$ cat config.mk
export PLATFORM = sky130hd
export DESIGN_NAME = sdcbd_top
export DESIGN_NICKNAME = d
export VERILOG_FILES = /design/src/common/sdcbd_pkg.sv /design/src/rtl/sdcbd_burst.sv /design/src/rtl/sdcbd_fifo.sv /design/src/rtl/sdcbd_top.sv
export SDC_FILE = /design/constraint.sdc
export NUM_CORES = 1
export LEC_CHECK = 0
export ABC_CLOCK_PERIOD_IN_PS = 4900
export CORE_MARGIN = 2
export CORE_UTILIZATION = 60
export DETAILED_ROUTE_END_ITERATION = 7
export DONT_BUFFER_PORTS = 1
export PLACE_DENSITY = 0.76
export SYNTH_ARGS = -nofsm -noshare
export SYNTH_HDL_FRONTEND = slang
export SYNTH_HIERARCHICAL = 1
export SYNTH_SLANG_ARGS = --single-unit
$ cat constraint.sdc
create_clock -name mclk -period 4.9 [get_ports mclk]
set_input_delay 0.49 -clock mclk [delete_from_list [all_inputs] [get_ports mclk]]
set_output_delay 0.49 -clock mclk [all_outputs]
set_load 0.03 [all_outputs]
$ cat src/common/sdcbd_pkg.sv
// Shared constants and types for the registered SDRAM command and burst decoder.
// Assumes one 100 MHz clock (mclk) and a synchronous active-high reset.
package sdcbd_pkg;

    // ==========================================================
    // Widths and fields
    localparam int ADDR_W = 12;
    localparam int COL_W = 10;
    localparam int BANKS = 4;
    localparam int DQ_W = 64;
    localparam int MASK_W = 8;
    localparam int AP_BIT = 10;
    localparam int MR_BL_LSB = 0;
    localparam int MR_BT_BIT = 3;
    localparam int MR_CL_LSB = 4;
    localparam int PAGE_COLS_LARGE = 1024;
    localparam int FIFO_DEPTH = 4;

    // ==========================================================
    // Burst length codes held in the mode register
    localparam logic [2:0] BL_1 = 3'h0;
    localparam logic [2:0] BL_2 = 3'h1;
    localparam logic [2:0] BL_4 = 3'h2;
    localparam logic [2:0] BL_8 = 3'h3;
    localparam logic [2:0] BL_PAGE = 3'h7;

    // ==========================================================
    // Reset values
    localparam logic [ADDR_W-1:0] MODE_RESET = 12'h020;
    localparam logic [ADDR_W-1:0] RFSH_ROW_RESET = 12'h000;
    localparam logic [MASK_W-1:0] OE_N_RESET = 8'hff;

    // ==========================================================
    // Decoded commands and burst states
    typedef enum logic [8:0] {
        CMD_NOP = 9'h001,
        CMD_ACT = 9'h002,
        CMD_RD = 9'h004,
        CMD_WR = 9'h008,
        CMD_BST = 9'h010,
        CMD_PRE = 9'h020,
        CMD_REF = 9'h040,
        CMD_LMR = 9'h080,
        CMD_INH = 9'h100
    } sdcbd_cmd_t;

    typedef enum logic [2:0] {
        ST_IDLE = 3'h1,
        ST_READ = 3'h2,
        ST_WRITE = 3'h4
    } sdcbd_state_t;

    // ==========================================================
    // Pin group and column beat carried to the array
    typedef struct packed {
        logic sel_a_n;
        logic sel_b_n;
        logic ras_n;
        logic cas_n;
        logic we_n;
        logic cke;
        logic [1:0] bank;
        logic [ADDR_W-1:0] addr;
        logic [MASK_W-1:0] mask;
        logic [DQ_W-1:0] wdata;
    } sdcbd_pins_t;

    typedef struct packed {
        logic wr;
        logic [1:0] bank;
        logic [COL_W-1:0] col;
        logic auto_pre;
        logic last;
        logic [MASK_W-1:0] mask;
        logic [DQ_W-1:0] data;
    } sdcbd_beat_t;

    localparam sdcbd_pins_t PINS_IDLE = '{sel_a_n: 1'b1, sel_b_n: 1'b1, ras_n: 1'b1, cas_n: 1'b1,
                                          we_n: 1'b1, cke: 1'b1, default: '0};

endpackage : sdcbd_pkg

$ cat src/rtl/sdcbd_burst.sv
// Column sequencer for one read or write burst.
// Assumes the caller restarts it with start and stops it with stop.
`timescale 1ns/1ps
module sdcbd_burst #(
    parameter int PAGE_COLS = sdcbd_pkg::PAGE_COLS_LARGE
) (
    // Clock and reset
    input wire logic mclk,
    input wire logic sys_rst,
    // Control
    input wire logic start,
    input wire logic stop,
    input wire logic step,
    input wire logic [sdcbd_pkg::COL_W-1:0] start_col,
    input wire logic [2:0] bl_code,
    input wire logic interleave,
    // Sequence
    output logic active,
    output logic last,
    output logic [sdcbd_pkg::COL_W-1:0] col
);
    localparam int CW = sdcbd_pkg::COL_W;

    logic [CW-1:0] base_q, base_d, beat_q, beat_d, m, low;
    logic [2:0] bl_q, bl_d;
    logic il_q, il_d, act_q, act_d;

    // Wrap mask of the aligned block for a burst length code
    function automatic logic [CW-1:0] blk_mask(input logic [2:0] code);
        unique case (code)
            sdcbd_pkg::BL_2: blk_mask = 10'h001;
            sdcbd_pkg::BL_4: blk_mask = 10'h003;
            sdcbd_pkg::BL_8: blk_mask = 10'h007;
            sdcbd_pkg::BL_PAGE: blk_mask = CW'(PAGE_COLS - 1);
            default: blk_mask = 10'h000;
        endcase
    endfunction : blk_mask

    // ==========================================================
    // Column address of the current beat
    always_comb begin
        m = blk_mask(bl_q);
        if (il_q && bl_q != sdcbd_pkg::BL_PAGE) begin
            low = (base_q & m) ^ beat_q;
        end else begin
            low = (base_q + beat_q) & m;
        end
        col = (base_q & ~m) | (low & m);
        last = (bl_q != sdcbd_pkg::BL_PAGE) && (beat_q == m);
        active = act_q;
    end

    // Next sequencer state
    always_comb begin
        base_d = base_q;
        beat_d = beat_q;
        bl_d = bl_q;
        il_d = il_q;
        act_d = act_q;
        if (start) begin
            base_d = start_col;
            beat_d = '0;
            bl_d = bl_code;
            il_d = interleave;
            act_d = 1'b1;
        end else if (stop) begin
            act_d = 1'b0;
        end else if (act_q && step) begin
            beat_d = beat_q + 1'b1;
            act_d = !last;
        end
    end

    always_ff @(posedge mclk) begin
        if (sys_rst) begin
            base_q <= '0;
            beat_q <= '0;
            bl_q <= sdcbd_pkg::BL_1;
            il_q <= 1'b0;
            act_q <= 1'b0;
        end else begin
            base_q <= base_d;
            beat_q <= beat_d;
            bl_q <= bl_d;
            il_q <= il_d;
            act_q <= act_d;
        end
    end
endmodule : sdcbd_burst

$ cat src/rtl/sdcbd_fifo.sv
// Small synchronous FIFO for column beats on their way to the array.
// Assumes one clock; the drain side may stall at any time.
`timescale 1ns/1ps
module sdcbd_fifo #(
    parameter int WIDTH = 8,
    parameter int DEPTH = 4
) (
    // Clock and reset
    input wire logic mclk,
    input wire logic sys_rst,
    // Fill side
    input wire logic in_valid,
    output logic in_ready,
    input wire logic [WIDTH-1:0] in_data,
    // Drain side
    output logic out_valid,
    input wire logic out_ready,
    output logic [WIDTH-1:0] out_data
);
    localparam int AW = $clog2(DEPTH);

    logic [WIDTH-1:0] mem_q [DEPTH];
    logic [AW:0] wr_q, wr_d, rd_q, rd_d;
    logic push, pop;

    // ==========================================================
    // Flags and pointers
    assign in_ready = (wr_q - rd_q) != (AW+1)'(DEPTH);
    assign out_valid = wr_q != rd_q;
    assign out_data = mem_q[rd_q[AW-1:0]];
    assign push = in_valid && in_ready;
    assign pop = out_valid && out_ready;

    always_comb begin
        wr_d = push ? wr_q + 1'b1 : wr_q;
        rd_d = pop ? rd_q + 1'b1 : rd_q;
    end

    // Pointer registers and storage
    always_ff @(posedge mclk) begin
        if (sys_rst) begin
            wr_q <= '0;
            rd_q <= '0;
        end else begin
            wr_q <= wr_d;
            rd_q <= rd_d;
        end
        if (push) begin
            mem_q[wr_q[AW-1:0]] <= in_data;
        end
    end
endmodule : sdcbd_fifo

$ cat src/rtl/sdcbd_top.sv
// Command decoder and burst column sequencer of a registered SDRAM module.
// Assumes the controller pins arrive from outside the mclk domain and the array
// side accepts column beats over valid/ready and returns read data as a pulse.
//
// Overview of operation
// - Activate opens row in selected bank
// - Read command starts read burst at column
// - Write command starts burst; data arrives with it
// - Column from low bits, bit ten requests precharge
// - Precharge command closes open rows
// - Bit ten low one bank, high all
// - Refresh command decoded from row and column strobes low, write strobe high
// - Clock enable picks auto or self refresh
// - Refresh uses internal row counter, ignores inputs
// - Mode register load takes address op-code
// - Byte mask: writes immediate, reads two clocks
// - Length two wraps within two-column block
// - Length four sequential or interleaved order
// - Length eight sequential or interleaved order
// - Bursts wrap inside their aligned block
// - Full page runs sequentially through row
// - Length one single column, type ignored
// - Chip selects high mask every command
// - Input register adds one clock latency; here two stages add two
`timescale 1ns/1ps
module sdcbd_top #(
    parameter int PAGE_COLS = sdcbd_pkg::PAGE_COLS_LARGE,
    parameter int FIFO_DEPTH = sdcbd_pkg::FIFO_DEPTH
) (
    // Clock and reset
    input wire logic mclk,
    input wire logic sys_rst,
    // Command pins from the controller
    input wire logic select_lane_a_n,
    input wire logic select_lane_b_n,
    input wire logic row_strobe_n,
    input wire logic col_strobe_n,
    input wire logic write_strobe_n,
    input wire logic module_clock_enable,
    input wire logic bank_select_lo,
    input wire logic bank_select_hi,
    input wire logic [sdcbd_pkg::ADDR_W-1:0] addr,
    input wire logic [sdcbd_pkg::MASK_W-1:0] byte_mask,
    // Data pins
    input wire logic [sdcbd_pkg::DQ_W-1:0] dq_in,
    output logic [sdcbd_pkg::DQ_W-1:0] dq_out,
    output logic [sdcbd_pkg::MASK_W-1:0] dq_oe_n,
    // Row and refresh events to the array
    output logic act_pulse,
    output logic [1:0] act_bank,
    output logic [sdcbd_pkg::ADDR_W-1:0] act_row,
    output logic pre_pulse,
    output logic [sdcbd_pkg::BANKS-1:0] pre_banks,
    output logic rfsh_pulse,
    output logic [sdcbd_pkg::ADDR_W-1:0] rfsh_row,
    // Column beats to the array
    output logic beat_valid,
    input wire logic beat_ready,
    output sdcbd_pkg::sdcbd_beat_t beat,
    // Read data from the array
    input wire logic rd_valid,
    input wire logic [sdcbd_pkg::DQ_W-1:0] rd_data,
    // Status
    output logic [sdcbd_pkg::ADDR_W-1:0] mode_value,
    output logic [sdcbd_pkg::BANKS-1:0] open_banks,
    output logic self_refresh,
    output logic wr_overrun
);
    typedef sdcbd_pkg::sdcbd_pins_t pins_t;
    typedef sdcbd_pkg::sdcbd_cmd_t cmd_t;
    typedef sdcbd_pkg::sdcbd_state_t state_t;
    localparam int AW = sdcbd_pkg::ADDR_W;
    localparam int MW = sdcbd_pkg::MASK_W;
    localparam int NB = sdcbd_pkg::BANKS;

    pins_t pins, s1_q, s2_q;
    cmd_t cmd;
    state_t st_q, st_d;
    logic [AW-1:0] mode_q, mode_d, rrow_q, rrow_d, rf_row_q, rf_row_d, act_row_q, act_row_d;
    logic [NB-1:0] open_q, open_d, pre_banks_q, pre_banks_d;
    logic [1:0] bank_q, bank_d, act_bank_q, act_bank_d;
    logic ap_q, ap_d, self_q, self_d, act_p_q, act_p_d, pre_p_q, pre_p_d, rf_p_q, rf_p_d;
    logic [MW-1:0] wmask_q, mask_d1_q, mask_d2_q, oe_n_q, oe_n_d;
    logic [sdcbd_pkg::DQ_W-1:0] wdata_q, dq_q, dq_d;
    logic drop_q, drop_d;
    logic b_start, b_stop, b_step, b_active, b_last, fifo_in_ready;
    logic [sdcbd_pkg::COL_W-1:0] b_col;
    sdcbd_pkg::sdcbd_beat_t beat_in;

    // Decode one registered pin set into a command
    function automatic cmd_t decode(input pins_t p);
        if (p.sel_a_n && p.sel_b_n) begin
            decode = sdcbd_pkg::CMD_INH;
        end else begin
            unique case ({p.ras_n, p.cas_n, p.we_n})
                3'b011: decode = sdcbd_pkg::CMD_ACT;
                3'b101: decode = sdcbd_pkg::CMD_RD;
                3'b100: decode = sdcbd_pkg::CMD_WR;
                3'b110: decode = sdcbd_pkg::CMD_BST;
                3'b010: decode = sdcbd_pkg::CMD_PRE;
                3'b001: decode = sdcbd_pkg::CMD_REF;
                3'b000: decode = sdcbd_pkg::CMD_LMR;
                default: decode = sdcbd_pkg::CMD_NOP;
            endcase
        end
    endfunction : decode

    // ==========================================================
    // Input register: two stages, the second is the module register
    assign pins = '{sel_a_n: select_lane_a_n, sel_b_n: select_lane_b_n, ras_n: row_strobe_n,
                    cas_n: col_strobe_n, we_n: write_strobe_n, cke: module_clock_enable,
                    bank: {bank_select_hi, bank_select_lo}, addr: addr, mask: byte_mask, wdata: dq_in};

    always_ff @(posedge mclk) begin
        if (sys_rst) begin
            s1_q <= sdcbd_pkg::PINS_IDLE;
            s2_q <= sdcbd_pkg::PINS_IDLE;
        end else begin
            s1_q <= pins;
            s2_q <= s1_q;
        end
    end

    // Commands are dropped while in self refresh
    assign cmd = self_q ? sdcbd_pkg::CMD_NOP : decode(s2_q);

    // ==========================================================
    // Burst sequencer and beat FIFO
    assign b_start = (cmd == sdcbd_pkg::CMD_RD) || (cmd == sdcbd_pkg::CMD_WR);
    assign b_stop = (cmd == sdcbd_pkg::CMD_BST) || (cmd == sdcbd_pkg::CMD_PRE);
    // Writes cannot wait for their data, reads stall on a full FIFO
    assign b_step = (st_q == sdcbd_pkg::ST_WRITE) || fifo_in_ready;

    sdcbd_burst #(.PAGE_COLS(PAGE_COLS)) u_burst (
        .mclk(mclk),
        .sys_rst(sys_rst),
        .start(b_start),
        .stop(b_stop),
        .step(b_step),
        .start_col(s2_q.addr[sdcbd_pkg::COL_W-1:0]),
        .bl_code(mode_q[sdcbd_pkg::MR_BL_LSB +: 3]),
        .interleave(mode_q[sdcbd_pkg::MR_BT_BIT]),
        .active(b_active),
        .last(b_last),
        .col(b_col)
    );

    // Column beat with write data and mask taken the same cycle
    always_comb begin
        beat_in.wr = st_q == sdcbd_pkg::ST_WRITE;
        beat_in.bank = bank_q;
        beat_in.col = b_col;
        beat_in.auto_pre = ap_q;
        beat_in.last = b_last;
        beat_in.mask = beat_in.wr ? wmask_q : '0;
        beat_in.data = wdata_q;
    end

    sdcbd_fifo #(.WIDTH($bits(sdcbd_pkg::sdcbd_beat_t)), .DEPTH(FIFO_DEPTH)) u_fifo (
        .mclk(mclk),
        .sys_rst(sys_rst),
        .in_valid(b_active),
        .in_ready(fifo_in_ready),
        .in_data(beat_in),
        .out_valid(beat_valid),
        .out_ready(beat_ready),
        .out_data(beat)
    );

    // ==========================================================
    // Command execution, row state and refresh
    always_comb begin
        st_d = st_q;
        mode_d = mode_q;
        open_d = open_q;
        bank_d = bank_q;
        ap_d = ap_q;
        self_d = self_q;
        rrow_d = rrow_q;
        rf_row_d = rf_row_q;
        act_p_d = 1'b0;
        act_bank_d = act_bank_q;
        act_row_d = act_row_q;
        pre_p_d = 1'b0;
        pre_banks_d = '0;
        rf_p_d = 1'b0;
        // Burst end, with its optional auto precharge
        if (b_active && b_last && b_step) begin
            st_d = sdcbd_pkg::ST_IDLE;
            if (ap_q) begin
                pre_p_d = 1'b1;
                pre_banks_d = NB'(1) << bank_q;
            end
        end
        if (self_q) begin
            if (s2_q.cke) begin
                self_d = 1'b0;
            end
        end
        unique case (cmd)
            sdcbd_pkg::CMD_ACT: begin
                act_p_d = 1'b1;
                act_bank_d = s2_q.bank;
                act_row_d = s2_q.addr;
                open_d[s2_q.bank] = 1'b1;
            end
            sdcbd_pkg::CMD_RD, sdcbd_pkg::CMD_WR: begin
                st_d = (cmd == sdcbd_pkg::CMD_RD) ? sdcbd_pkg::ST_READ : sdcbd_pkg::ST_WRITE;
                bank_d = s2_q.bank;
                ap_d = s2_q.addr[sdcbd_pkg::AP_BIT];
            end
            sdcbd_pkg::CMD_BST: st_d = sdcbd_pkg::ST_IDLE;
            sdcbd_pkg::CMD_PRE: begin
                st_d = sdcbd_pkg::ST_IDLE;
                pre_p_d = 1'b1;
                pre_banks_d = s2_q.addr[sdcbd_pkg::AP_BIT] ? '1 : (NB'(1) << s2_q.bank);
            end
            sdcbd_pkg::CMD_REF: begin
                if (s2_q.cke) begin
                    rf_p_d = 1'b1;
                    rf_row_d = rrow_q;
                    rrow_d = rrow_q + 1'b1;
                end else begin
                    self_d = 1'b1;
                end
            end
            sdcbd_pkg::CMD_LMR: mode_d = s2_q.addr;
            default: ;
        endcase
        open_d = open_d & ~pre_banks_d;
    end

    always_ff @(posedge mclk) begin
        if (sys_rst) begin
            st_q <= sdcbd_pkg::ST_IDLE;
            mode_q <= sdcbd_pkg::MODE_RESET;
            open_q <= '0;
            bank_q <= '0;
            ap_q <= 1'b0;
            self_q <= 1'b0;
            rrow_q <= sdcbd_pkg::RFSH_ROW_RESET;
            rf_row_q <= sdcbd_pkg::RFSH_ROW_RESET;
            act_p_q <= 1'b0;
            act_bank_q <= '0;
            act_row_q <= '0;
            pre_p_q <= 1'b0;
            pre_banks_q <= '0;
            rf_p_q <= 1'b0;
        end else begin
            st_q <= st_d;
            mode_q <= mode_d;
            open_q <= open_d;
            bank_q <= bank_d;
            ap_q <= ap_d;
            self_q <= self_d;
            rrow_q <= rrow_d;
            rf_row_q <= rf_row_d;
            act_p_q <= act_p_d;
            act_bank_q <= act_bank_d;
            act_row_q <= act_row_d;
            pre_p_q <= pre_p_d;
            pre_banks_q <= pre_banks_d;
            rf_p_q <= rf_p_d;
        end
    end

    // ==========================================================
    // Data path: write capture, read drive with delayed byte mask
    always_comb begin
        dq_d = rd_valid ? rd_data : dq_q;
        oe_n_d = rd_valid ? mask_d2_q : sdcbd_pkg::OE_N_RESET;
        drop_d = (st_q == sdcbd_pkg::ST_WRITE) && b_active && !fifo_in_ready;
    end

    always_ff @(posedge mclk) begin
        if (sys_rst) begin
            wdata_q <= '0;
            wmask_q <= '0;
            mask_d1_q <= '0;
            mask_d2_q <= '0;
            dq_q <= '0;
            oe_n_q <= sdcbd_pkg::OE_N_RESET;
            drop_q <= 1'b0;
        end else begin
            wdata_q <= s2_q.wdata;
            wmask_q <= s2_q.mask;
            mask_d1_q <= s2_q.mask;
            mask_d2_q <= mask_d1_q;
            dq_q <= dq_d;
            oe_n_q <= oe_n_d;
            drop_q <= drop_d;
        end
    end

    // Outputs
    assign dq_out = dq_q;
    assign dq_oe_n = oe_n_q;
    assign act_pulse = act_p_q;
    assign act_bank = act_bank_q;
    assign act_row = act_row_q;
    assign pre_pulse = pre_p_q;
    assign pre_banks = pre_banks_q;
    assign rfsh_pulse = rf_p_q;
    assign rfsh_row = rf_row_q;
    assign mode_value = mode_q;
    assign open_banks = open_q;
    assign self_refresh = self_q;
    assign wr_overrun = drop_q;
endmodule : sdcbd_top

# Yosys cells after proc, flatten, opt, wreduce, memory -nomap -nowiden
# Memories as Yosys holds them, arrays and structs flattened. A register that Yosys moved wholly into a read port is not among the register bits.
# Index checks and enable logic that the tools add are counted.
[word_totals]
register_bits = 436
ramBits = 348
inputBits = 160
out_inout_bits = 211
elab_cells = 151
memories = 1
[op_classes]
addsub = 6
n_lt_le_gt_ge = 2
eq_ne = 22
shift = 2
muxes = 32
bitwise = 13
n_reduce_logical = 26
[memory_table]
columns = ["memory", "depth", "width", "rd", "rd_clocked_by_memory_dff", "write_ports", "line", "source"]
rows = [
  ["u_fifo.mem_q", 4, 87, 1, 1, 1, "sdcbd_fifo.sv:22", "logic [WIDTH-1:0] mem_q [DEPTH];"],
]
[ops]
columns = ["operator", "n"]
rows = [
  ["one-hot mux 8 bit (7 select lines)", 1],
  ["bitwise AND 10 bit", 4],
  ["one-hot mux 10 bit (4 select lines)", 1],
  ["two-way mux 4 bit", 5],
  ["two-way mux 9 bit", 2],
  ["== test 3 bit (second input constant)", 5],
  ["two-way mux 1 bit", 15],
  ["adder 12 x 1 -> 12 bit (second input constant)", 1],
  ["== test 3 x 2 -> 1 bit (second input constant)", 4],
  ["logical AND 1 bit", 11],
  ["adder 10 x 1 -> 10 bit (second input constant)", 1],
  ["adder 10 bit", 1],
  ["== test 10 bit", 1],
  ["two-way mux 10 bit", 1],
  ["NOT 10 bit", 1],
  ["bitwise OR 10 bit", 1],
  ["OR reduction 2 bit", 5],
  ["XOR 10 bit", 1],
  ["== test 9 x 2 -> 1 bit (second input constant)", 1],
  ["== test 9 x 3 -> 1 bit (second input constant)", 1],
  ["== test 9 x 4 -> 1 bit (second input constant)", 1],
  ["== test 9 x 5 -> 1 bit (second input constant)", 1],
  ["== test 9 x 6 -> 1 bit (second input constant)", 1],
  ["== test 9 x 7 -> 1 bit (second input constant)", 1],
  ["23 further kinds", 36],
]

# Logic depth before layout (Yosys ltp)
# Gate-level depths: netlist of run 1.
[depth]
word_depth = 10
mapped_depth = 12
mapped_depth_nobuf = 11

# Cells and area by module
# The synthesis of run 1 kept the hierarchy.
[by_module_without_submodules]
columns = ["mod", "instances", "cells_per_inst", "area_each_um2", "seq_area_each_um2"]
rows = [
  ["sdcbd_fifo", 1, 506, 13007.5, 10610.2],
  ["sdcbd_top", 1, 1093, 12180.4, 8107.8],
  ["sdcbd_burst", 1, 206, 1696.6, 500.5],
]

# Worst setup path before layout of run 1
# Ideal clock, no wire load.
[synth_path]
kind = "reg2reg"
startpoint = "register u_fifo.wr_q[0]"
endpoint = "register u_fifo.wr_q[2]"
setup_time_ns = 0.130
arrival_time_ns = 4.030
required_time_ns = 4.770
slack_ns = 0.740
stages_incl_launch_ff = 7
n_path_buf = 0
period_less_slack_ns = 4.160
cell_sequence = "dfxtp_1 > inv_1 > ha_1 > nor2b_1 > xnor2_2 > a31oi_2 > mux2_1"
[synth_between]
elab_chain_cells = 3
elab_cells_between_ends = 4
classes_between = "2 x add/sub; 1 x eq/ne; 1 x reduce/logical"
[synth_rtl]
columns = ["item", "line", "source"]
rows = [
  ["start, declared", "sdcbd_fifo.sv:23", "logic [AW:0] wr_q, wr_d, rd_q, rd_d;"],
  ["start signal, assigned", "sdcbd_fifo.sv:45", "wr_q <= wr_d;"],
  ["subtractor 3 bit", "sdcbd_fifo.sv:28", "assign in_ready = (wr_q - rd_q) != (AW+1)'(DEPTH);"],
  ["inequality test 3 bit", "sdcbd_fifo.sv:28", ""],
  ["logical AND 1 bit", "sdcbd_fifo.sv:31", "assign push = in_valid && in_ready;"],
]
# Parallel ways exist; a longest one is shown, timed or not.
# A chain may end at the register's enable or synchronous reset.

==> results of run 1 <==
-- worst paths after layout --
| kind | endpoint | slack (ns) | depth (start not counted) | start |
|---|---|---|---|---|
| min | s1_q[79] | 0.03 | 1 | addr[7] |
| min reg2reg | s2_q[91] | 0.41 | 1 | s1_q[91] |
| max | beat[65] | 1.81 | 2 | register |
| max reg2reg | u_fifo/mem_q[0][37] | 1.88 | 7 | u_fifo/wr_q[0] |
-- kinds of logic after synthesis --
group	after synthesis
multiplexers	185
AO/OA/AOI/OAI	110
flip-flops	786
adder cells (fa/ha/maj)	20
AND/OR/NAND/NOR	570
buffers and inverters	109
XOR/XNOR	25
-- cell type report --
| type | instances | area (um2) |
|---|---|---|
| flip-flops and latches | 786 | 19200 |
| well taps | 592 | 741 |
| fillers | 2881 | 14000 |
| clock buffers | 113 | 2190 |
| clock inverters | 24 | 223 |
| inverters | 14 | 52.6 |
| diodes | 2 | 5.00 |
| multi-input cells | 910 | 7240 |
| repair buffers | 55 | 553 |
-- sequential cells by signal, indices dropped and copies added (netlist names), 2 cells and up, named ones only --
register / count
u_fifo/mem_q: 348
s1_q: 92
s2_q: 92
dq_out: 64
wdata_q: 64
act_row: 12
mode_value: 12
rfsh_row: 12
rrow_q: 12
u_burst/base_q: 10
u_burst/beat_q: 10
dq_oe_n: 8
mask_d1_q: 8
mask_d2_q: 8
open_banks: 4
pre_banks: 4
st_q: 3
u_burst/bl_q: 3
u_fifo/rd_q: 3
u_fifo/wr_q: 3
act_bank: 2
bank_q: 2
-- through the flow --
| stage | hold slack [ns] | cells | util | instance area, um2 |
|---|---|---|---|---|
| finish | 0.0321 | 2496 | 0.684 | 30200 |
| global route | 0.0161 | 2495 | 0.684 | 30200 |
| CTS | 0.000155 | 2494 | 0.683 | 30200 |
| detailed placement | 0.398 | 2313 | 0.619 | 27400 |
| global placement | 0.396 | 2313 | 0.619 | 27400 |
| floorplan | 0.386 | 1805 | - | 26900 |
-- power breakdown --
group          switching, W  total (W)  internal, W
logic             0.0000863   0.000197     0.000110
registers          0.000137    0.00706      0.00693
clock network       0.00234    0.00557      0.00322
-- layout by cell type, fill, tap and decap left out, types with 4 or more instances in the layout --
| cell | Yosys | routed |
|---|---|---|
| a21o_1 | 4 | 4 |
| a21oi_1 | 47 | 47 |
| a31oi_1 | 5 | 5 |
| and2_1 | 12 | 10 |
| and3_1 | 9 | 9 |
| buf_4 | 4 | 10 |
| clkbuf_1 | 62 | 23 |
| clkbuf_16 | 0 | 77 |
| clkbuf_8 | 0 | 13 |
| clkinv_2 | 0 | 9 |
| dfxtp_1 | 438 | 436 |
| dlygate4sd3_1 | 0 | 43 |
| edfxtp_1 | 348 | 348 |
| ha_1 | 18 | 18 |
| inv_1 | 13 | 13 |
| mux2i_1 | 95 | 95 |
| mux4_2 | 87 | 87 |
| nand2_1 | 74 | 74 |
| nand2b_1 | 13 | 13 |
| nand3_1 | 13 | 13 |
| nand4_1 | 9 | 9 |
| nor2_1 | 128 | 128 |
| nor2b_1 | 265 | 265 |
| nor3_1 | 11 | 11 |
| nor4_1 | 5 | 5 |
| o211ai_1 | 6 | 6 |
| o21a_1 | 5 | 5 |
| o21ai_0 | 13 | 13 |
| o41ai_1 | 4 | 4 |
| or2_2 | 15 | 15 |
| xnor2_1 | 8 | 8 |
| xor2_1 | 15 | 15 |
-- timing repair --
item                                   CTS  global route
hold buffers                            44             0
gates resized for setup                  0             0
endpoints found under the hold margin  191             0
-- worst reg2reg max path, cell delays in order (launching register included) --
cell	delay (ns)
dfxtp_1	0.40
inv_1	0.12
ha_1	0.22
nor2b_1	0.16
xnor2_2	0.18
a31oi_2	0.37
and2_4	0.78
buf_4	0.45
-- per-layer routing --
metal	track usage	share of wire
met5	0	0.00044
met4	0.0729	0.020
met3	0.0569	0.070
met2	0.382	0.50
met1	0.282	0.41
==> results.tsv, run 1 <==
stage	metric	value	unit
route	viasPerCell	5.53	
floorplanning	pin_count	371	
place	place_hpwl	32.1	mm
power_and_ir_drop	irDropWorstVdd	0.296	mV
critical_path	cp.buffers_inverters	1	
floorplanning	start_util	0.608	
clock_tree	cts_tree	done	
critical_path	critPathTopFamily	flip-flops	
clock_tree	cts_buffer_depth	3	
synth	yosys.area_share.simple	0.114	
timing	drv_slew	0	
synth	avgSynthCellArea	14.9	um2
place	dp_slack	1.89	ns
route	vias	13800	
power_and_ir_drop	p_leak	10.7	nW
synth	synth-seq-area-share	0.715	
floorplanning	die-area	46500	um2
global_route	grt_pass1_wl	80.1	mm
clock_tree	clock_sinks	786	
floorplanning	core_area	44200	um2
floorplanning	placementRows	77	
place	gp_congestion	0.809	
timing	grt_setup_unrepaired	no	
clock_tree	cts_buffers	75	
power_and_ir_drop	power.total	0.0128	W
synth	synth_area_leaders	edfxtp_1, dfxtp_1, mux4_2	
timing	hold_viol	0	
synth	syn_area	26900	um2
synth	synth_compound_area_frac	0.0267	
cells_and_area	drive_gt1_frac	0.130	
place	port-buffer-count	0	
worst_hold_path	hold_class	in2reg	
synth	synth_common_cells	dfxtp_1, edfxtp_1, nor2b_1, nor2_1, mux2i_1	
synth	synth_top_area_cell	edfxtp_1	
global_route	track_usage	0.224	
route	drt-initial-drc-count	974	
cells_and_area	nets	2021	
timing	timing.final.ws_setup	1.81	ns
synth	synth_edf_count	348	
critical_path	critPathCaptureType	output port	
clock_tree	post_cts_buffers	0	
clock_tree	h-tree-depth	3	
outcome	status	finished, final reports clean	
synth	synth.net_count	1984	
synth	yosys_warnings	6	
critical_path	worstPathArrival	2.60	ns
timing	max_freq	0.324	GHz
synth	yosysMostFrequentCell	dfxtp_1	
critical_path	cp_slowest_cell	dfxtp_4	
critical_path	cp_cell_sequence	buf_4 -> mux4_2	
synth	async_flop_share	0	
timing	finalClockSkew	0.0158	ns
global_route	grt_max_degree	248	
floorplanning	die_w	216	um
timing	fin_crit_sh	0.630	
global_route	grt-ovfl-total	0	
critical_path	cp_data_required_time	4.41	ns
critical_path	path_max_fanout	61	
synth	synth_cells	1805	
global_route	antenna_found_initial	3	
route	ant_nets	0	
timing	fin_tns_setup	0	ns
route	firstDrtPassIters	5	
synth	ys_ff_latch	786	
clock_tree	root_buffer	clkbuf_16	
critical_path	crit_type	reg2out	
clock_tree	clk_pin_slew_worst_paths	0.06	ns
global_route	grt_pass1_vias	14100	
synth	postSynth.topFlopCell	dfxtp_1	
power_and_ir_drop	power.density	424	nW/um2
floorplanning	die_y	216	um
route	wire_per_inst	20.9	um
critical_path	startpoint_type	register	
timing	finalSetupViolCount	0	
synth	synth_top_area_frac	0.389	
timing	relSlewSlack	0.245	
synth	synth_top_family_by_area	simple AND/OR/NAND/NOR gates	
job	cap_violations	0	
synth	synth-xor-area-share	0.00870	
timing	post-route-min-period	3.09	ns
route	routed_wirelength	52.2	mm
critical_path	slowest_delay	0.94	ns
synth	synth_mux_area_frac	0.110	
cells_and_area	area_growth	12.4	%
route	drc	0	
timing	worst_pin_slew	1.13	ns
synth	synth_fa_ha_area_frac	0.00954	
synth	netlist-cell-type-count	62	
clock_tree	clk_latency	0.60	ns
(Power assumes the default switching activity.)
==> run 2: changes to the inputs <==
ABC_CLOCK_PERIOD_IN_PS = 2800   (was 4900)
CORE_UTILIZATION = 56   (was 60)
PLACE_DENSITY = 0.74   (was 0.76)
clock period = 2.8 ns   (was 4.9 ns; I/O delays follow)
==> run 2 against run 1 <==
  * Via count rose by 18%
  * Cell area rose by 14%
  * Worst hold slack improved by 0.027 ns
  * Critical path type is now reg2reg
  * Highest routed layer is now met4
==> results.tsv, run 2 (synthesis gave the netlist of run 1 again) <==
stage	metric	value	unit	change
clock_tree	clk_pin_slew_worst_paths	0.06	ns	about the same
clock_tree	cts_buffers	77		+2.7%
clock_tree	h-tree-depth	3		unchanged
critical_path	critPathCaptureType	register		
critical_path	path_common_cell	buf_4		
job	cap_violations	0		unchanged
timing	max_freq	0.376	GHz	
cells_and_area	layout_common_cells	dfxtp_1, dlygate4sd3_1, edfxtp_1		
route	ant_nets	0		unchanged
critical_path	cp_cell_sequence	a211oi_1 -> buf_4 -> and2_1 -> buf_4 -> mux2i_1 -> nor2_1 -> dlygate4sd3_1		
timing	worst_pin_slew	0.686	ns	-0.447 ns
clock_tree	root_buffer	clkbuf_16		
floorplanning	placementRows	80		+3.9%
route	wire_per_inst	22.9	um	+9.3%
floorplanning	core_area	47500	um2	+7.5%
outcome	status	finished, final reports clean		
timing	hold_viol	0		unchanged
power_and_ir_drop	p_int	0.0185	W	+81%
timing	finalClockSkew	0.0191	ns	+0.00322 ns
place	place_hpwl	32.1	mm	-0.26%
cells_and_area	stdcell_area	34500	um2	+14%
cells_and_area	largest_reg_flops	348		unchanged
place	place_area	27600	um2	+0.96%
critical_path	startpoint_type	register		
route	viasPerCell	5.55		+0.36%
power_and_ir_drop	power.total	0.0234	W	+83%
global_route	grt-ovfl-total	0		unchanged
global_route	grt_pass1_vias	17200		+23%
route	routed_wirelength	66.9	mm	+28%
cells_and_area	final_common_cell	dfxtp_1		
power_and_ir_drop	switching_share	0.209		+0.00872
cells_and_area	area_growth	28.4	%	
power_and_ir_drop	p_leak	12.9	nW	+21%
floorplanning	start_util	0.565		-0.0425
route	drt-initial-drc-count	1270		+30%
critical_path	path_max_fanout	19		-69%
critical_path	critPathTopFamily	buffers and inverters		
cells_and_area	final_util	0.726		+0.0422
timing	drv_slew	0		unchanged
power_and_ir_drop	irDropWorstVdd	0.428	mV	+45%
power_and_ir_drop	power.density	679	nW/um2	+60%
floorplanning	pin_count	371		unchanged
clock_tree	cts_tree	done		
place	placed_cells	2349		+1.6%
global_route	antenna_found_initial	1		-2
critical_path	cp_slowest_cell	dlygate4sd3_1		
global_route	grt_max_degree	274		+10%
critical_path	cp_data_required_time	3.29	ns	-1.12 ns
worst_hold_path	hold_class	in2reg		
floorplanning	die-area	49800	um2	+7.0%
power_and_ir_drop	p_clk_frac	0.439		+0.005
critical_path	crit_type	reg2reg		
critical_path	slowest_delay	0.56	ns	-0.38 ns
clock_tree	cts_buffer_depth	3		unchanged
cells_and_area	fill_cells	2642		-8.3%
clock_tree	post_cts_buffers	0		unchanged
global_route	grt_pass1_wl	102	mm	+27%
place	port-buffer-count	0		unchanged
floorplanning	die_y	223	um	+3.4%
place	gp_congestion	0.831		+2.8%
clock_tree	clk_latency	0.61	ns	about the same
route	vias	16200		+18%
power_and_ir_drop	combPwrFrac	0.033		+0.018
cells_and_area	drive_gt1_frac	0.121		-0.00855
clock_tree	clock_sinks	786		unchanged
cells_and_area	nets	2424		+20%
critical_path	cp.buffers_inverters	3		+2
timing	fin_crit_sh	0.951		
timing	relSlewSlack	0.537		+0.292
route	drc	0		unchanged
route	firstDrtPassIters	5		unchanged
timing	post-route-min-period	2.66	ns	
floorplanning	die_w	223	um	+3.4%
timing	grt_setup_unrepaired	no		
power_and_ir_drop	p_sw	0.00489	W	+91%
timing	whs	0.0587	ns	+0.0266 ns
cells_and_area	final_cells	2924		+17%
timing	finalSetupViolCount	0		unchanged
global_route	track_usage	0.270		+0.0457
critical_path	worstPathArrival	3.15	ns	+0.55 ns
power_and_ir_drop	pwr-share-seq	0.529		-0.022
-- run 2: tightest hold or removal path: stages --
cell and delay (ns):
o21ai_0 0.13, xor2_1 0.13, nor2_1 0.08
-- run 2: per-stage QoR --
stage	setup TNS [ns]	setup WS (ns)
final	0	0.138
after global routing	0	0.0802
after CTS	0	0.0900
after detailed placement	0	0.347
after global placement	0	0.398
after floorplan	-1.60	-0.102
-- run 2: path summary, 6_finish.rpt --
kind,slack [ns],cells after the start,end,startpoint
min,0.06,3,register,beat_ready
min reg2reg,0.43,1,mask_d1_q[3],s2_q[67]
max reg2reg,0.14,7,u_burst/base_q[4],self_refresh
max,0.14,7,u_burst/base_q[4],self_refresh
-- run 2: repair_timing --
item,4_1_cts,5_1_grt
gates resized for setup,0,3
hold buffers,432,0
endpoints found under the hold margin,418,0
setup endpoints to repair,0,15
-- run 2: power groups by stage --
stage	Sequential (W)	Combinational, W	Clock [W]
4_1_cts	0.0124	0.000692	0.0103
3_5_place_dp	0.0126	0.000250	0
3_3_place_gp	0.0126	0.000240	0
6_report	0.0124	0.000765	0.0103
5_1_grt	0.0124	0.000808	0.0109
2_1_floorplan	0.0126	0.000308	0
-- run 2: cell type report --
| class | instances | area, um2 | share of cell area |
|---|---|---|---|
| clock buffers | 112 | 2280 | 0.0662 |
| multi-input cells | 910 | 7260 | 0.210 |
| diodes | 1 | 2.50 | 0.0000725 |
| repair buffers | 456 | 4660 | 0.135 |
| flip-flops and latches | 786 | 19200 | 0.557 |
| clock inverters | 30 | 254 | 0.00736 |
| inverters | 14 | 52.6 | 0.00152 |
| well taps | 615 | 769 | 0.0223 |
-- run 2: routing by layer --
layer / track usage / vias to the layer above / routed length, um
li1: - / 7254 / -
met1: 0.319 / 8022 / 25400
met2: 0.460 / 754 / 33200
met3: 0.0701 / 208 / 5250
met4: 0.133 / 0 / 3110
met5: 0 / - / 0
